## src/ov_protect_regs.vh

```
/*
 Register offsets, field positions and reset values for the overvoltage
 protection control block. Assumes a 32-bit classic Wishbone slave with
 one aligned word per register, byte addresses as given here.
*/
// Operation
// - Input threshold register keeps a writable 6-bit code, 0 to 63, in bits 5..0.
// - Threshold bits 7..6 read zero and ignore writes.
// - Enabled response plus overvoltage forces secondary drive high, primary drive low, unless input lockout holds both low.
// - Overvoltage flag sets on selected edge regardless of mask or global enable.
// - Control: enable bit 3 RW, status bit 2 RO, 7..4 zero, reset zero.
// - Status bit reads one while overvoltage present, zero otherwise.
// - Rise select bit 1 lets rising comparator edges set the flag.
// - Fall select bit 0 lets falling comparator edges set the flag.
// - Level register keeps a fully writable 8-bit DAC code, 0 to 255.
// - The level code feeds both comparator reference and regulation set point.
// - Input overvoltage with input enable set disables both gate drives.
`ifndef OV_PROTECT_REGS_VH
`define OV_PROTECT_REGS_VH
`define ADDR_IN_THRESH 5'h00
`define ADDR_OV_CTRL 5'h04
`define ADDR_OV_LEVEL 5'h08
`define ADDR_ANA_EN 5'h0c
`define ADDR_IRQ_STAT 5'h10
`define ADDR_IRQ_MASK 5'h14
`define ADDR_W 5
`define THRESH_W 6
`define CTRL_EN_BIT 3
`define CTRL_STAT_BIT 2
`define CTRL_RISE_BIT 1
`define CTRL_FALL_BIT 0
`define ANA_VAMP_DIS_BIT 0
`define ANA_IN_OV_EN_BIT 1
`define IRQ_OV_BIT 0
`define IRQ_IN_OV_BIT 1
`define IRQ_W 2
`define RST_THRESH 6'h00
`define RST_LEVEL 8'h00
`define RST_CTRL 4'h0
`define RST_ANA 2'h0
`define RST_MASK 2'h0
`define RST_STAT 1'b0
`endif

```

## src/edge_sync.v

```verilog
/*
 Two-flop synchroniser with edge detector on the synchronised level.
 Assumes an asynchronous level input and one clock domain.
*/
`timescale 1ns/100ps
module edge_sync
(
   input wire core_clk_i,
   input wire reset_i,
   input wire async_i,
   output wire level_o,
   output wire rise_o,
   output wire fall_o
);
   reg meta_q;
   reg sync_q;
   reg prev_q;
   always @(posedge core_clk_i or posedge reset_i)
   begin
      if (reset_i)
      begin
         meta_q <= 1'b0;
         sync_q <= 1'b0;
         prev_q <= 1'b0;
      end
      else
      begin
         meta_q <= async_i;
         sync_q <= meta_q;
         prev_q <= sync_q;
      end
   end
   assign level_o = sync_q;
   assign rise_o = sync_q & ~prev_q;
   assign fall_o = ~sync_q & prev_q;
endmodule

```

## src/ov_protect_ctrl.v

```verilog
/*
 Overvoltage protection control: threshold, control and level registers,
 sticky interrupt status with mask, gate drive forcing.
 Assumes classic Wishbone master on core_clk_i and analog comparators
 whose outputs are asynchronous levels.
*/
// Our own choices: the Wishbone interface to the registers and the register addresses.
`timescale 1ns/100ps
`include "ov_protect_regs.vh"
module ov_protect_ctrl
(
   input wire core_clk_i,
   input wire reset_i,
   input wire wb_cyc_i,
   input wire wb_stb_i,
   input wire wb_we_i,
   input wire [31:0] wb_adr_i,
   input wire [31:0] wb_dat_i,
   input wire [3:0] wb_sel_i,
   output reg [31:0] wb_dat_o,
   output reg wb_ack_o,
   input wire ov_comp_i,
   input wire in_ov_comp_i,
   input wire pwm_primary_i,
   input wire pwm_secondary_i,
   output reg primary_gate_drive_o,
   output reg secondary_gate_drive_o,
   output reg [5:0] input_ov_threshold_code_o,
   output reg [7:0] ov_level_code_o,
   output reg voltage_amp_disable_o,
   output reg irq_o
);
   // Software-visible registers
   reg [5:0] thresh_q;
   reg [7:0] level_q;
   reg [3:0] ctrl_q;
   reg [1:0] ana_q;
   reg [1:0] stat_q;
   reg [1:0] mask_q;

   // Combinational next values
   reg [31:0] rdata_d;
   reg prim_d;
   reg sec_d;

   // Synchronised comparator levels and edges
   wire ov_level;
   wire ov_rise;
   wire ov_fall;
   wire in_level;
   wire in_rise;
   wire in_fall;

   // Bus decode
   wire req;
   wire wr;
   wire [4:0] adr;
   wire wr_thresh;
   wire wr_ctrl;
   wire wr_level;
   wire wr_ana;
   wire wr_stat;
   wire wr_mask;

   // Protection and interrupt terms
   wire ov_force;
   wire in_lock;
   wire [1:0] stat_set;
   wire [1:0] stat_clr;
   wire [1:0] stat_d;
   wire irq_d;
   genvar g;

   edge_sync u_ov_sync
   (
      .core_clk_i(core_clk_i),
      .reset_i(reset_i),
      .async_i(ov_comp_i),
      .level_o(ov_level),
      .rise_o(ov_rise),
      .fall_o(ov_fall)
   );

   edge_sync u_in_sync
   (
      .core_clk_i(core_clk_i),
      .reset_i(reset_i),
      .async_i(in_ov_comp_i),
      .level_o(in_level),
      .rise_o(in_rise),
      .fall_o(in_fall)
   );

   // One access at a time; the ack cycle blocks a second take
   assign req = wb_cyc_i & wb_stb_i & ~wb_ack_o;
   assign wr = req & wb_we_i & wb_sel_i[0];
   assign adr = wb_adr_i[4:0];
   assign wr_thresh = wr & (adr == `ADDR_IN_THRESH);
   assign wr_ctrl = wr & (adr == `ADDR_OV_CTRL);
   assign wr_level = wr & (adr == `ADDR_OV_LEVEL);
   assign wr_ana = wr & (adr == `ADDR_ANA_EN);
   assign wr_stat = wr & (adr == `ADDR_IRQ_STAT);
   assign wr_mask = wr & (adr == `ADDR_IRQ_MASK);

   // Protection terms
   assign ov_force = ctrl_q[`CTRL_EN_BIT] & ov_level;
   assign in_lock = ana_q[`ANA_IN_OV_EN_BIT] & in_level;

   // Event sources per status bit; the mask plays no part here
   assign stat_set[`IRQ_OV_BIT] = (ov_rise & ctrl_q[`CTRL_RISE_BIT]) |
      (ov_fall & ctrl_q[`CTRL_FALL_BIT]);
   assign stat_set[`IRQ_IN_OV_BIT] = in_rise | in_fall;
   assign stat_clr = wr_stat ? wb_dat_i[`IRQ_W-1:0] : 2'h0;

   // Sticky status bits; hardware set wins over software clear
   generate
      for (g = 0; g < `IRQ_W; g = g + 1)
      begin : g_stat
         assign stat_d[g] = stat_set[g] | (stat_q[g] & ~stat_clr[g]);

         always @(posedge core_clk_i or posedge reset_i)
         begin
            if (reset_i)
            begin
               stat_q[g] <= `RST_STAT;
            end
            else
            begin
               stat_q[g] <= stat_d[g];
            end
         end
      end
   endgenerate

   // Read data; unmapped and unimplemented bits read zero
   always @*
   begin
      rdata_d = 32'h00000000;
      case (adr)
         `ADDR_IN_THRESH:
         begin
            rdata_d[5:0] = thresh_q;
         end
         `ADDR_OV_CTRL:
         begin
            rdata_d[`CTRL_EN_BIT] = ctrl_q[`CTRL_EN_BIT];
            rdata_d[`CTRL_STAT_BIT] = ov_level;
            rdata_d[`CTRL_RISE_BIT] = ctrl_q[`CTRL_RISE_BIT];
            rdata_d[`CTRL_FALL_BIT] = ctrl_q[`CTRL_FALL_BIT];
         end
         `ADDR_OV_LEVEL:
         begin
            rdata_d[7:0] = level_q;
         end
         `ADDR_ANA_EN:
         begin
            rdata_d[1:0] = ana_q;
         end
         `ADDR_IRQ_STAT:
         begin
            rdata_d[1:0] = stat_q;
         end
         `ADDR_IRQ_MASK:
         begin
            rdata_d[1:0] = mask_q;
         end
         default:
         begin
            rdata_d = 32'h00000000;
         end
      endcase
   end

   // Registered answer, one cycle after the take
   always @(posedge core_clk_i or posedge reset_i)
   begin
      if (reset_i)
      begin
         wb_ack_o <= 1'b0;
         wb_dat_o <= 32'h00000000;
      end
      else
      begin
         wb_ack_o <= req;
         if (req)
         begin
            wb_dat_o <= rdata_d;
         end
         else
         begin
            wb_dat_o <= 32'h00000000;
         end
      end
   end

   // Threshold code; upper bits are not stored
   always @(posedge core_clk_i or posedge reset_i)
   begin
      if (reset_i)
      begin
         thresh_q <= `RST_THRESH;
      end
      else if (wr_thresh)
      begin
         thresh_q <= wb_dat_i[`THRESH_W-1:0];
      end
   end

   // Control; the status position is never stored, it reads the live level
   always @(posedge core_clk_i or posedge reset_i)
   begin
      if (reset_i)
      begin
         ctrl_q <= `RST_CTRL;
      end
      else if (wr_ctrl)
      begin
         ctrl_q[`CTRL_EN_BIT] <= wb_dat_i[`CTRL_EN_BIT];
         ctrl_q[`CTRL_STAT_BIT] <= 1'b0;
         ctrl_q[`CTRL_RISE_BIT] <= wb_dat_i[`CTRL_RISE_BIT];
         ctrl_q[`CTRL_FALL_BIT] <= wb_dat_i[`CTRL_FALL_BIT];
      end
   end

   // Shared DAC level code
   always @(posedge core_clk_i or posedge reset_i)
   begin
      if (reset_i)
      begin
         level_q <= `RST_LEVEL;
      end
      else if (wr_level)
      begin
         level_q <= wb_dat_i[7:0];
      end
   end

   // Analog enables: amp disable and input lockout enable
   always @(posedge core_clk_i or posedge reset_i)
   begin
      if (reset_i)
      begin
         ana_q <= `RST_ANA;
      end
      else if (wr_ana)
      begin
         ana_q <= wb_dat_i[1:0];
      end
   end

   // Interrupt mask, same layout as status
   always @(posedge core_clk_i or posedge reset_i)
   begin
      if (reset_i)
      begin
         mask_q <= `RST_MASK;
      end
      else if (wr_mask)
      begin
         mask_q <= wb_dat_i[`IRQ_W-1:0];
      end
   end

   // Analog-side copies, each straight from a flop
   always @(posedge core_clk_i or posedge reset_i)
   begin
      if (reset_i)
      begin
         input_ov_threshold_code_o <= `RST_THRESH;
         ov_level_code_o <= `RST_LEVEL;
         voltage_amp_disable_o <= 1'b0;
      end
      else
      begin
         input_ov_threshold_code_o <= thresh_q;
         // One code serves comparator reference and regulation set point
         ov_level_code_o <= level_q;
         // Software must set this before relying on overvoltage response
         voltage_amp_disable_o <= ana_q[`ANA_VAMP_DIS_BIT];
      end
   end

   // Drive selection; input lockout beats output forcing
   always @*
   begin
      prim_d = pwm_primary_i;
      sec_d = pwm_secondary_i;
      if (in_lock)
      begin
         prim_d = 1'b0;
         sec_d = 1'b0;
      end
      else if (ov_force)
      begin
         prim_d = 1'b0;
         sec_d = 1'b1;
      end
   end

   // Gate drives, registered so glitches never reach the drivers
   always @(posedge core_clk_i or posedge reset_i)
   begin
      if (reset_i)
      begin
         primary_gate_drive_o <= 1'b0;
         secondary_gate_drive_o <= 1'b0;
      end
      else
      begin
         primary_gate_drive_o <= prim_d;
         secondary_gate_drive_o <= sec_d;
      end
   end

   // Level interrupt from next status, so it rises with the flag
   assign irq_d = |(stat_d & mask_q);

   always @(posedge core_clk_i or posedge reset_i)
   begin
      if (reset_i)
      begin
         irq_o <= 1'b0;
      end
      else
      begin
         irq_o <= irq_d;
      end
   end
endmodule

```

## config.mk

```make
export PLATFORM = sky130hd
export DESIGN_NAME = ov_protect_ctrl
export DESIGN_NICKNAME = d
export VERILOG_FILES = /design/src/edge_sync.v /design/src/ov_protect_ctrl.v
export VERILOG_INCLUDE_DIRS = /design/src
export SDC_FILE = /design/constraint.sdc
export NUM_CORES = 1
export LEC_CHECK = 0
export ABC_AREA = 1
export BUFFER_PORTS_ARGS = -buffer_cell sky130_fd_sc_hd__buf_2
export CORE_AREA = 5 5 76 78
export CTS_BUF_LIST = sky130_fd_sc_hd__clkbuf_4 sky130_fd_sc_hd__clkbuf_8
export DETAILED_ROUTE_END_ITERATION = 8
export DIE_AREA = 0 0 81 83
export PLACE_DENSITY = 0.85
export SLEW_MARGIN = 30
export SYNTH_ARGS = -nofsm -noshare
export SYNTH_HDL_FRONTEND = slang
export SYNTH_SLANG_ARGS = --single-unit
```

## constraint.sdc

```tcl
create_clock -name core_clk_i -period 4.2 [get_ports core_clk_i]
set_input_delay 0.21 -clock core_clk_i [delete_from_list [all_inputs] [get_ports core_clk_i]]
set_output_delay 0.21 -clock core_clk_i [all_outputs]
set_load 0.01 [all_outputs]
```

# Word-level counts from Yosys, hierarchy flattened
# Cells that the tools add are included.
# word_totals
register_bits,80
input_bits,77
out_inout_bits,51
# classes
n_eq_ne,5
n_mux,10
n_bitwise,32
n_reduce_logical,2
# ops
op,count
1-bit bitwise AND,20
2-bit one-hot mux with 6 select lines,1
5-bit by 4-bit equality test with 1-bit output (second input constant),2
5-bit equality test (second input constant),2
8-bit two-way mux,1
1-bit NOT,7
2-bit one-hot mux with 3 select lines,1
5-bit by 3-bit equality test with 1-bit output (second input constant),1
5-bit zero test,1
1-bit two-way mux,4
2-bit two-way mux,2
1-bit bitwise OR,4
2-bit one-hot mux with 2 select lines,1
2-bit bitwise AND,1
2-bit OR reduction,1

# Logic depth before layout (Yosys ltp)
# Gate-level depths: netlist of run 1.
# logic_depth
depth_word,11
depth_mapped,8
ltp_nobuf,8

# Cells and area by module
# From an unflattened synthesis of run 1, not the netlist that was laid out.
# hier_totals
cells_unflattened,241
area_unflattened_um2,2356.0
# modules_own_cells
mod,instances,cells_per_inst,area_per_inst_um2
ov_protect_ctrl,1,225,2168.3
edge_sync,2,8,93.8

# Worst setup path before layout of run 1
# OpenSTA, ideal clock, no wires.
# synth_timing
path_type,reg2reg
start,register wb_ack_o
end,register thresh_q[0]
setup_time_ps,121
arrival_time_ps,1155
required_ps,4079
path_slack_ps,2923
path_stages_with_launch,8
n_path_buf,1
cell_sequence,dfrtp_1 inv_1 nand3_4 nor2_4 nand2_2 buf_6 nand2_1 o21ai_2
# synth_via
elab_chain_cells,5
# synth_lines
item,line_no,rtl
"start, declared",ov_protect_ctrl.v:21,"output reg wb_ack_o,"
"start signal, assigned",ov_protect_ctrl.v:184,wb_ack_o <= req;
1-bit NOT,ov_protect_ctrl.v:95,assign req = wb_cyc_i & wb_stb_i & ~wb_ack_o;
1-bit bitwise AND,ov_protect_ctrl.v:95,
1-bit bitwise AND (2 in a row),ov_protect_ctrl.v:96,assign wr = req & wb_we_i & wb_sel_i[0];
1-bit bitwise AND,ov_protect_ctrl.v:98,assign wr_thresh = wr & (adr == `ADDR_IN_THRESH);
"end signal, assigned",ov_protect_ctrl.v:201,thresh_q <= `RST_THRESH;
"end signal, assigned",ov_protect_ctrl.v:205,thresh_q <= wb_dat_i[`THRESH_W-1:0];
"end, declared",ov_protect_ctrl.v:34,reg [5:0] thresh_q;
# Every way passes these cells.
# A chain may end at the register's enable or synchronous reset.

# Final worst setup path of run 1
# layout_timing
start,register wb_ack_o
end,register thresh_q[1]
# The elaborated chain is that of the path after synthesis.

==> qor.txt, run 1 <==
status = finished, final reports clean
Mapped Area = 0.00240 mm²
worst setup path category = reg2reg
share of layout cells above drive strength 1 = 0.316
HPWL after DPL = 3.32 mm
Worst Clk Skew = 4.57 ps
fillers = 474
RD Place Congestion = 0.855
Initial Util = 0.479
routed via count = 1640
H-Tree Depth = 2
Layout Utilization = 0.550
first-pass GRT wire length = 7.43 mm
MaxCap Viol Count = 0
die width = 81 µm
post-synthesis sequential area ratio = 0.584
adder-cell area share of the yosys netlist = 0
cell taking the most area after synthesis = dfrtp_1
I/O Pins = 128
Post-DRT Antenna Nets = 0
Yosys top cell area share = 0.584
Register-to-Register Path Depth = 6
minimum clock period = 1480 ps
DRC violations left = 0
most frequent cells in the layout = 56 x dfrtp_1, 54 x nand2_1, 49 x buf_2
worst vdd ir = 0.000162 V
Worst-Margin Slew = 651 ps
# hold bufs at CTS = 1
root buffer cell = clkbuf_8
mean post-synth cell area = 10.3 µm²
standard-cell rows = 26
Synth Area in Compound Gates = 0.0787
CP Data Required Time = 4390 ps
number of synthesized register bits = 56
number of buffers created by CTS = 5
Tcrit/Tclk final = 0.352
simple-gate share of the synthesized area = 0.207
clk slew on worst S/H paths = 90 ps
post-CTS sizing = 0
drt pass-1 iters = 4
drt total wl = 4.48 mm
Setup TNS = 0 ps
CTS tree = yes
synth warn = 0
RSZ-0062 raised after global routing = false
CP cell instances = inv_1, nand3_4, nor2_4, nand2_2, nand2_1, o21ai_2
die height = 83 µm
Die ar. = 0.00672 mm²
ANT cells = 0
vias in the first global route = 1618
Slew HR = 0.566
Post-Synth XOR/XNOR Area = 0.00365
Post-Synthesis Cells = 233
Synth cell types = 24
postcts setup bufs = 0
Hold Fails Final Rpt = 0
multiplexer share of the synthesized area = 0
final setup fails = 0
initial antenna violation count = 0
latest clock arrival within the worst-skew pair = 300 ps
fin nets = 364
Final Instance Count excl. Fillers = 358
most common cell after layout, fill and taps aside = dfrtp_1
largest net degree at the start of global routing = 57
crit path max fanout = 12
Pins Over Slew Limit = 0
Crit-path slowest cell = dfrtp_1
clock sinks = 56
total gr overflow = 0
Hold WC Path Type = in2async
Leak = 0.00151 µW
Worst path max stage delay = 380 ps
f_max = 676 MHz
Via density = 4.58
crit path DAT = 1670 ps
Critical Path Source Type = register
total track usage = 0.140
core area = 0.00501 mm²
Area Growth Syn to Fin = 14.7%
pwr/cell area = 370 mW/mm²
largest family of logic cells by synthesized area = simple AND/OR/NAND/NOR gates
Post-Place Cells = 348
initial drt markers = 92
PortBufs = 49
crit path capture type = register
Routed WL per cell = 12.5 µm
CTS max path bufs = 2
largest cells by area after synthesis = dfrtp_1 58%, nand2_1 8.4%, buf_4 7.8%
-- sequential cells by signal, summed over array words and instances (netlist names) --
signal	flops
input_ov_threshold_code_o	6
primary_gate_drive_o	1
u_ov_sync.prev_q	1
secondary_gate_drive_o	1
ov_level_code_o	8
u_in_sync.meta_q	1
stat_q	2
irq_o	1
ana_q	2
u_ov_sync.meta_q	1
mask_q	2
u_ov_sync.level_o	1
u_in_sync.level_o	1
voltage_amp_disable_o	1
wb_dat_o	8
ctrl_q	3
wb_ack_o	1
thresh_q	6
u_in_sync.prev_q	1
level_q	8
-- metal layers --
| layer | GRT usage | up-vias | share of wire |
|---|---|---|---|
| li1 | - | 800 | - |
| met1 | 0.163 | 777 | 0.38 |
| met2 | 0.240 | 53 | 0.53 |
| met3 | 0.0335 | 10 | 0.065 |
| met4 | 0.0630 | 0 | 0.024 |
| met5 | 0 | - | 0 |
-- layout make-up --
cell class / count / area, µm² / area share
Inverter: 24 / 92.6 / 0.0336
Tap cell: 70 / 87.6 / 0.0318
Sequential cell: 56 / 1400 / 0.509
Timing Repair Buffer: 51 / 265 / 0.0963
Multi-Input combinational cell: 149 / 786 / 0.285
Clock inverter: 2 / 38.8 / 0.0141
Clock buffer: 6 / 82.6 / 0.0300
-- critical path, delay by kind of cell, from the launching register on --
kind,cells,cell delay (ps)
AOI/OAI and AO/OA,1,60
DFF,1,380
buffers and inverters,1,90
and+or+nand+nor,4,840
-- through the flow --
| stage | hold slack, ps | cell area (µm²) | power (µW) | setup WS (ps) |
|---|---|---|---|---|
| 4_1_cts | 4.82 | 2740 | 1030 | 2710 |
| 2_1_floorplan | 241 | 2490 | 650 | 2620 |
| 5_1_grt | 59.9 | 2750 | 1060 | 2630 |
| 3_3_place_gp | 320 | 2610 | 663 | 2680 |
| 3_5_place_dp | 320 | 2610 | 667 | 2660 |
| 6_report | 2.70 | 2750 | 1020 | 2720 |
-- cells in the mapped netlist --
| library cell | instances |
|---|---|
| inv_1 | 23 |
| inv_2 | 1 |
| nor3_2 | 1 |
| nor2_8 | 1 |
| conb_1 | 1 |
| o21ai_2 | 12 |
| nand3_4 | 1 |
| nand2_1 | 54 |
| a21oi_2 | 1 |
| nor2_4 | 4 |
| dfrtp_1 | 56 |
| buf_6 | 2 |
| nor3_1 | 1 |
| a21oi_1 | 7 |
| nand3_1 | 6 |
| o21ai_1 | 5 |
| o21ai_0 | 3 |
| xnor2_1 | 1 |
| nor2_1 | 7 |
| nor2_2 | 4 |
| nand4_1 | 9 |
| nand2_2 | 6 |
| nand2_4 | 2 |
| buf_4 | 25 |
-- worst paths after layout --
path	startpoint	end	slack, ps
worst max-delay path	wb_ack_o	thresh_q[1]	2720
worst min-delay path	reset_i	input_ov_threshold_code_o[1]	3
worst max register to register	wb_ack_o	thresh_q[1]	2720
worst min register to register	u_in_sync.meta_q	u_in_sync.level_o	360
max in group asynchronous	reset_i	u_in_sync.level_o	3770
min in group core_clk_i	pwm_primary_i	primary_gate_drive_o	130
-- kinds of logic (layout without fill, tap and decap cells) --
kind of cell / after synthesis / count (layout)
other cells: 1 / 24
simple gates: 96 / 96
compound gates: 28 / 28
buf+inv: 51 / 83
flops: 56 / 56
xor+xnor: 1 / 1
-- power by group --
part           internal [µW]  switching (µW)
registers                559            10.9
logic                   26.7            60.7
clock network            195             168
Note: power is estimated with default switching activity, not from simulation.
==> run 2: changes to the inputs <==
--- a/config.mk
+++ b/config.mk
@@ -8,11 +8,11 @@
 export LEC_CHECK = 0
 export ABC_AREA = 1
 export BUFFER_PORTS_ARGS = -buffer_cell sky130_fd_sc_hd__buf_2
-export CORE_AREA = 5 5 76 78
+export CORE_AREA = 5 5 79 81
 export CTS_BUF_LIST = sky130_fd_sc_hd__clkbuf_4 sky130_fd_sc_hd__clkbuf_8
 export DETAILED_ROUTE_END_ITERATION = 8
-export DIE_AREA = 0 0 81 83
-export PLACE_DENSITY = 0.85
+export DIE_AREA = 0 0 84 86
+export PLACE_DENSITY = 0.79
 export SLEW_MARGIN = 30
 export SYNTH_ARGS = -nofsm -noshare
 export SYNTH_HDL_FRONTEND = slang
==> constraint.sdc (replaced) <==
create_clock -name core_clk_i -period 1.36 [get_ports core_clk_i]
set_input_delay 0.068 -clock core_clk_i [delete_from_list [all_inputs] [get_ports core_clk_i]]
set_output_delay 0.068 -clock core_clk_i [all_outputs]
set_load 0.01 [all_outputs]
==> run 2 against run 1 <==
Clock-buffer cell count did not move. Clock skew rose by 5.6 ps. Worst hold slack improved by 32 ps. Clock power rose to 2.5 times the previous value. Setup slack got worse by 2600 ps. Critical path depth rose by 1. Cell area rose by 5.2%. Die area rose by 7.5%. Sequential power rose to 3.1 times the previous value. Combinational power rose to 3.5 times the previous value. Critical path type unchanged. Largest power group unchanged.
==> qor.txt, run 2 (synthesis results as in run 1) <==
Tcrit/Tclk final = 0.906
f_max = 812 MHz
fin nets = 379
Post-DRT Antenna Nets = 0
GRT met1 Usage = 0.158
clk slew on worst S/H paths = 100 ps
die height = 86 µm
MaxCap Viol Count = 0
post-place setup slack = 23.2 ps
RSZ-0062 raised after global routing = false
Worst Clk Skew = 10.2 ps
Via density = 4.44
Hold Fails Final Rpt = 0
latest clock arrival within the worst-skew pair = 310 ps
initial antenna violation count = 0
global route hottest layer = met2
CP Data Required Time = 1560 ps
core area = 0.00541 mm²
top flop regs = level_q x8, ov_level_code_o x8, wb_dat_o x8
RD Place Congestion = 0.874
routed via count = 1666
drt total wl = 4.43 mm
worst setup path category = reg2reg
root buffer cell = clkbuf_8
Worst path max stage delay = 390 ps
CP cell instances = inv_2, nand3_4, nor2_4, buf_12, nand2_4, nor2_1, a21oi_2
PortBufs = 49
most common cell after layout, fill and taps aside = dfrtp_1
Leak = 0.00160 µW
status = finished, final reports clean
drt pass-1 iters = 4
Routed WL per cell = 11.8 µm
die width = 84 µm
Layout Utilization = 0.536
met2 Resource Use GR = 0.218
total gr overflow = 0
total power = 2980 µW
worst vdd ir = 0.000402 V
total track usage = 0.130
ANT cells = 0
clock sinks = 56
share of layout cells above drive strength 1 = 0.343
Area Growth Syn to Fin = 20.7%
vias in the first global route = 1607
Initial Util = 0.444
hold path depth = 3
standard-cell rows = 27
minimum clock period = 1230 ps
Hold WC Path Type = in2reg
DRC violations left = 0
Pins Over Slew Limit = 0
Worst Slack Setup Final = 129 ps
Setup TNS = 0 ps
I/O Pins = 128
met3 Usage GRT = 0.0259
Critical Path Source Type = register
Die ar. = 0.00722 mm²
final setup fails = 0
Register-to-Register Path Depth = 7
crit path DAT = 1440 ps
pwr/cell area = 1030 mW/mm²
Crit-path slowest cell = dfrtp_1
CTS max path bufs = 2
number of buffers created by CTS = 5
first-pass GRT wire length = 7.55 mm
largest net degree at the start of global routing = 57
initial drt markers = 116
HPWL after DPL = 3.21 mm
crit path max fanout = 15
H-Tree Depth = 2
CTS tree = yes
most frequent cells in the layout = 56 x dfrtp_1, 54 x nand2_1, 49 x buf_2
crit path capture type = register
[run 2: cell types whose count changed in the layout (fill, tap and decap cells not counted), sizes merged]
cell / delta
dlygate4sd3: +5
clkinvlp: +1
buf: +10
bufinv: -1
[run 2: layout make-up]
cell class                 instances  area [µm²]
fill                             485        2510
sequential                        56        1400
multi-input combinational        149         807
timing repair buffer              66         415
inverter                          24        93.8
tap                               72        90.1
clock buffer                       6        76.3
clock inverter                     2        13.8
[run 2: power breakdown]
group	switching [µW]	internal [µW]	total (µW)
logic	192	111	304
registers	34.6	1730	1760
clock network	524	388	912
[run 2: metal layers]
metal  up-vias  part of all wire
li1        826                 -
met1       770              0.41
met2        63              0.52
met3         7             0.065
met4         0             0.014
met5         -                 0
[run 2: repair_timing]
item,in CTS,in global routing
endpoints found under the setup margin,0,11
hold buffers,7,0
resized for setup,0,5
buffers inserted,0,3
endpoints found under the hold margin,62,0
[run 2: path summary, 6_finish.rpt]
path | start | endpoint | slack [ps]
worst max-delay path | wb_ack_o | level_q[6] | 130
worst min register to register | u_ov_sync.meta_q | u_ov_sync.level_o | 360
worst max register to register | wb_ack_o | level_q[6] | 130
worst min-delay path | wb_dat_i[5] | thresh_q[5] | 40
max in group asynchronous | reset_i | stat_q[0] | 750
min in group asynchronous | reset_i | irq_o | 370
[run 2: worst max-delay path: cells and delay by family (launching register included)]
| family | cells | cell delay, ps |
|---|---|---|
| compound gates | 1 | 40 |
| buf+inv | 2 | 210 |
| flops | 1 | 390 |
| simple gates | 4 | 480 |
[run 2: through the flow]
stage | instances | cell area (µm²) | hold slack (ps)
after floorplan | 256 | 2490 | 99.4
after global placement | 357 | 2680 | 160
after detailed placement | 357 | 2680 | 164
after CTS | 372 | 2840 | 30.4
after global routing | 375 | 2900 | 37.0
final | 375 | 2900 | 35.1
==> run 3: changes to the inputs <==
--- a/config.mk
+++ b/config.mk
@@ -8,11 +8,11 @@
 export LEC_CHECK = 0
 export ABC_AREA = 1
 export BUFFER_PORTS_ARGS = -buffer_cell sky130_fd_sc_hd__buf_2
-export CORE_AREA = 5 5 79 81
+export CORE_AREA = 5 5 82 84
 export CTS_BUF_LIST = sky130_fd_sc_hd__clkbuf_4 sky130_fd_sc_hd__clkbuf_8
 export DETAILED_ROUTE_END_ITERATION = 8
-export DIE_AREA = 0 0 84 86
-export PLACE_DENSITY = 0.79
+export DIE_AREA = 0 0 87 89
+export PLACE_DENSITY = 0.77
 export SLEW_MARGIN = 30
 export SYNTH_ARGS = -nofsm -noshare
 export SYNTH_HDL_FRONTEND = slang
==> constraint.sdc (replaced) <==
create_clock -name core_clk_i -period 1.1 [get_ports core_clk_i]
set_input_delay 0.055 -clock core_clk_i [delete_from_list [all_inputs] [get_ports core_clk_i]]
set_output_delay 0.055 -clock core_clk_i [all_outputs]
set_load 0.01 [all_outputs]
==> run 3 against run 2 <==
The flow now finishes with violations (negative setup slack). Non-clock buffer count is 6 higher. Combinational power increased by 38%. Register-to-register slack worse by 310 ps. Clock-buffer cell count unchanged. Power is 25% higher. Clock power is 24% higher. First-iteration DRC count down 47%. Worst hold slack got worse by 16 ps. Global-route usage rose by 0.48 points. Sequential power increased by 24%. Critical path depth is 1 higher. Final cell count is 2.9% higher. Critical endpoint is now thresh_q[0]. Largest cell class unchanged.
==> qor.txt, run 3 (synthesis results as in run 1) <==
crit path DAT = 1480 ps
die width = 87 µm
RD Place Congestion = 0.865
drt total wl = 5.16 mm
Leak = 0.00166 µW
failing checks = negative setup slack
I/O Pins = 128
root buffer cell = clkbuf_8
fin nets = 387
clock sinks = 56
hold_ws = 19.4 ps
clk slew on worst S/H paths = 100 ps
routed via count = 1734
Hold EP = level_q[5]
first-pass GRT wire length = 8.05 mm
top flop regs = level_q x8, ov_level_code_o x8, wb_dat_o x8
Hold WC Path Type = in2reg
CP Data Required Time = 1300 ps
FF-to-FF Start = wb_ack_o
HPWL after DPL = 3.49 mm
worst vdd ir = 0.000514 V
worst setup path category = reg2reg
f_max = 781 MHz
initial drt markers = 61
Post-DRT Antenna Nets = 0
Die ar. = 0.00774 mm²
vias in the first global route = 1687
Tcrit/Tclk final = 1.16
H-Tree Depth = 2
share of layout cells above drive strength 1 = 0.402
crit path max fanout = 6
final setup fails = 24
most common cell after layout, fill and taps aside = dfrtp_1
PortBufs = 49
CTS tree = yes
Worst Clk Skew = 7.44 ps
Register-to-Register Path Depth = 8
met3 Usage GRT = 0.0240
RSZ-0062 raised after global routing = true
pwr/cell area = 1220 mW/mm²
global route hottest layer = met2
most frequent cells in the layout = 56 x dfrtp_1, 49 x buf_2, 42 x nand2_1
Initial Util = 0.410
Pins Over Slew Limit = 0
total track usage = 0.135
drt pass-1 iters = 4
met2 Resource Use GR = 0.221
largest net degree at the start of global routing = 57
initial antenna violation count = 0
total gr overflow = 0
DRC violations left = 0
Area Growth Syn to Fin = 27.5%
hold path depth = 3
Hold Fails Final Rpt = 0
Via density = 4.49
Setup TNS = -2670 ps
ANT cells = 0
minimum clock period = 1280 ps
Worst Slack Setup Final = -180 ps
Critical Path Source = wb_ack_o
status = finished with violations
hold_sp = wb_dat_i[5]
core area = 0.00585 mm²
Critical Path Source Type = register
number of buffers created by CTS = 5
reg2reg setup slack = -180 ps
GRT met1 Usage = 0.178
post-place setup slack = -199 ps
crit path capture type = register
CTS max path bufs = 2
MaxCap Viol Count = 0
Routed WL per cell = 13.4 µm
latest clock arrival within the worst-skew pair = 310 ps
die height = 89 µm
FF-to-FF End = thresh_q[0]
standard-cell rows = 28
-- run 3: through the flow --
| stage | utilization | instance area, µm² | std cells | power, µW |
|---|---|---|---|---|
| 3_3_place_gp | 0.469 | 2740 | 365 | 2580 |
| 3_5_place_dp | 0.469 | 2740 | 365 | 2590 |
| 2_1_floorplan | - | 2500 | 256 | 2480 |
| 5_1_grt | 0.523 | 3060 | 386 | 3920 |
| 4_1_cts | 0.509 | 2980 | 384 | 3740 |
| 6_report | 0.523 | 3060 | 386 | 3730 |
-- run 3: how the worst max path moves through the flow --
| stage | to | slack, ps | cells after the start |
|---|---|---|---|
| CTS | irq_o | -150 | 9 |
| global placement | thresh_q[1] | -110 | 6 |
| detailed placement | thresh_q[0] | -200 | 6 |
| global route | mask_q[1] | -280 | 7 |
| floorplan | thresh_q[0] | -150 | 7 |
| finish | thresh_q[0] | -180 | 8 |
-- run 3: cell type report --
class,instances,area (µm²)
repair buffers,72,477
inverters,24,93.8
fillers,516,2790
clock inverters,2,13.8
flip-flops and latches,56,1400
well taps,75,93.8
multi-input cells,151,905
clock buffers,6,76.3
-- run 3: repair_timing --
action	in CTS	in global routing
resized for setup	8	14
hold buffers	7	0
pin swaps	7	7
buffers inserted	3	2
gates cloned	1	1
setup endpoints to repair	24	24
hold endpoints to repair	62	0
-- run 3: where the power goes --
group / switching (µW) / leakage [µW] / internal, µW
clock: 652 / 0.0000490 / 480
combinational: 259 / 0.000869 / 160
sequential: 48.8 / 0.000737 / 2130
-- run 3: per-layer routing --
layer / share of wire / vias to the layer above
met5: 0 / -
li1: - / 846
met1: 0.43 / 824
met4: 0.015 / 0
met3: 0.059 / 9
met2: 0.49 / 55
-- run 3: critical path, cell delays in order (launching register included) --
cell	delay, ps
dfrtp_1	400
inv_2	90
nand3_4	80
nor2_4	110
buf_6	140
buf_12	120
nand2_8	80
nand2_4	100
o21ai_2	50
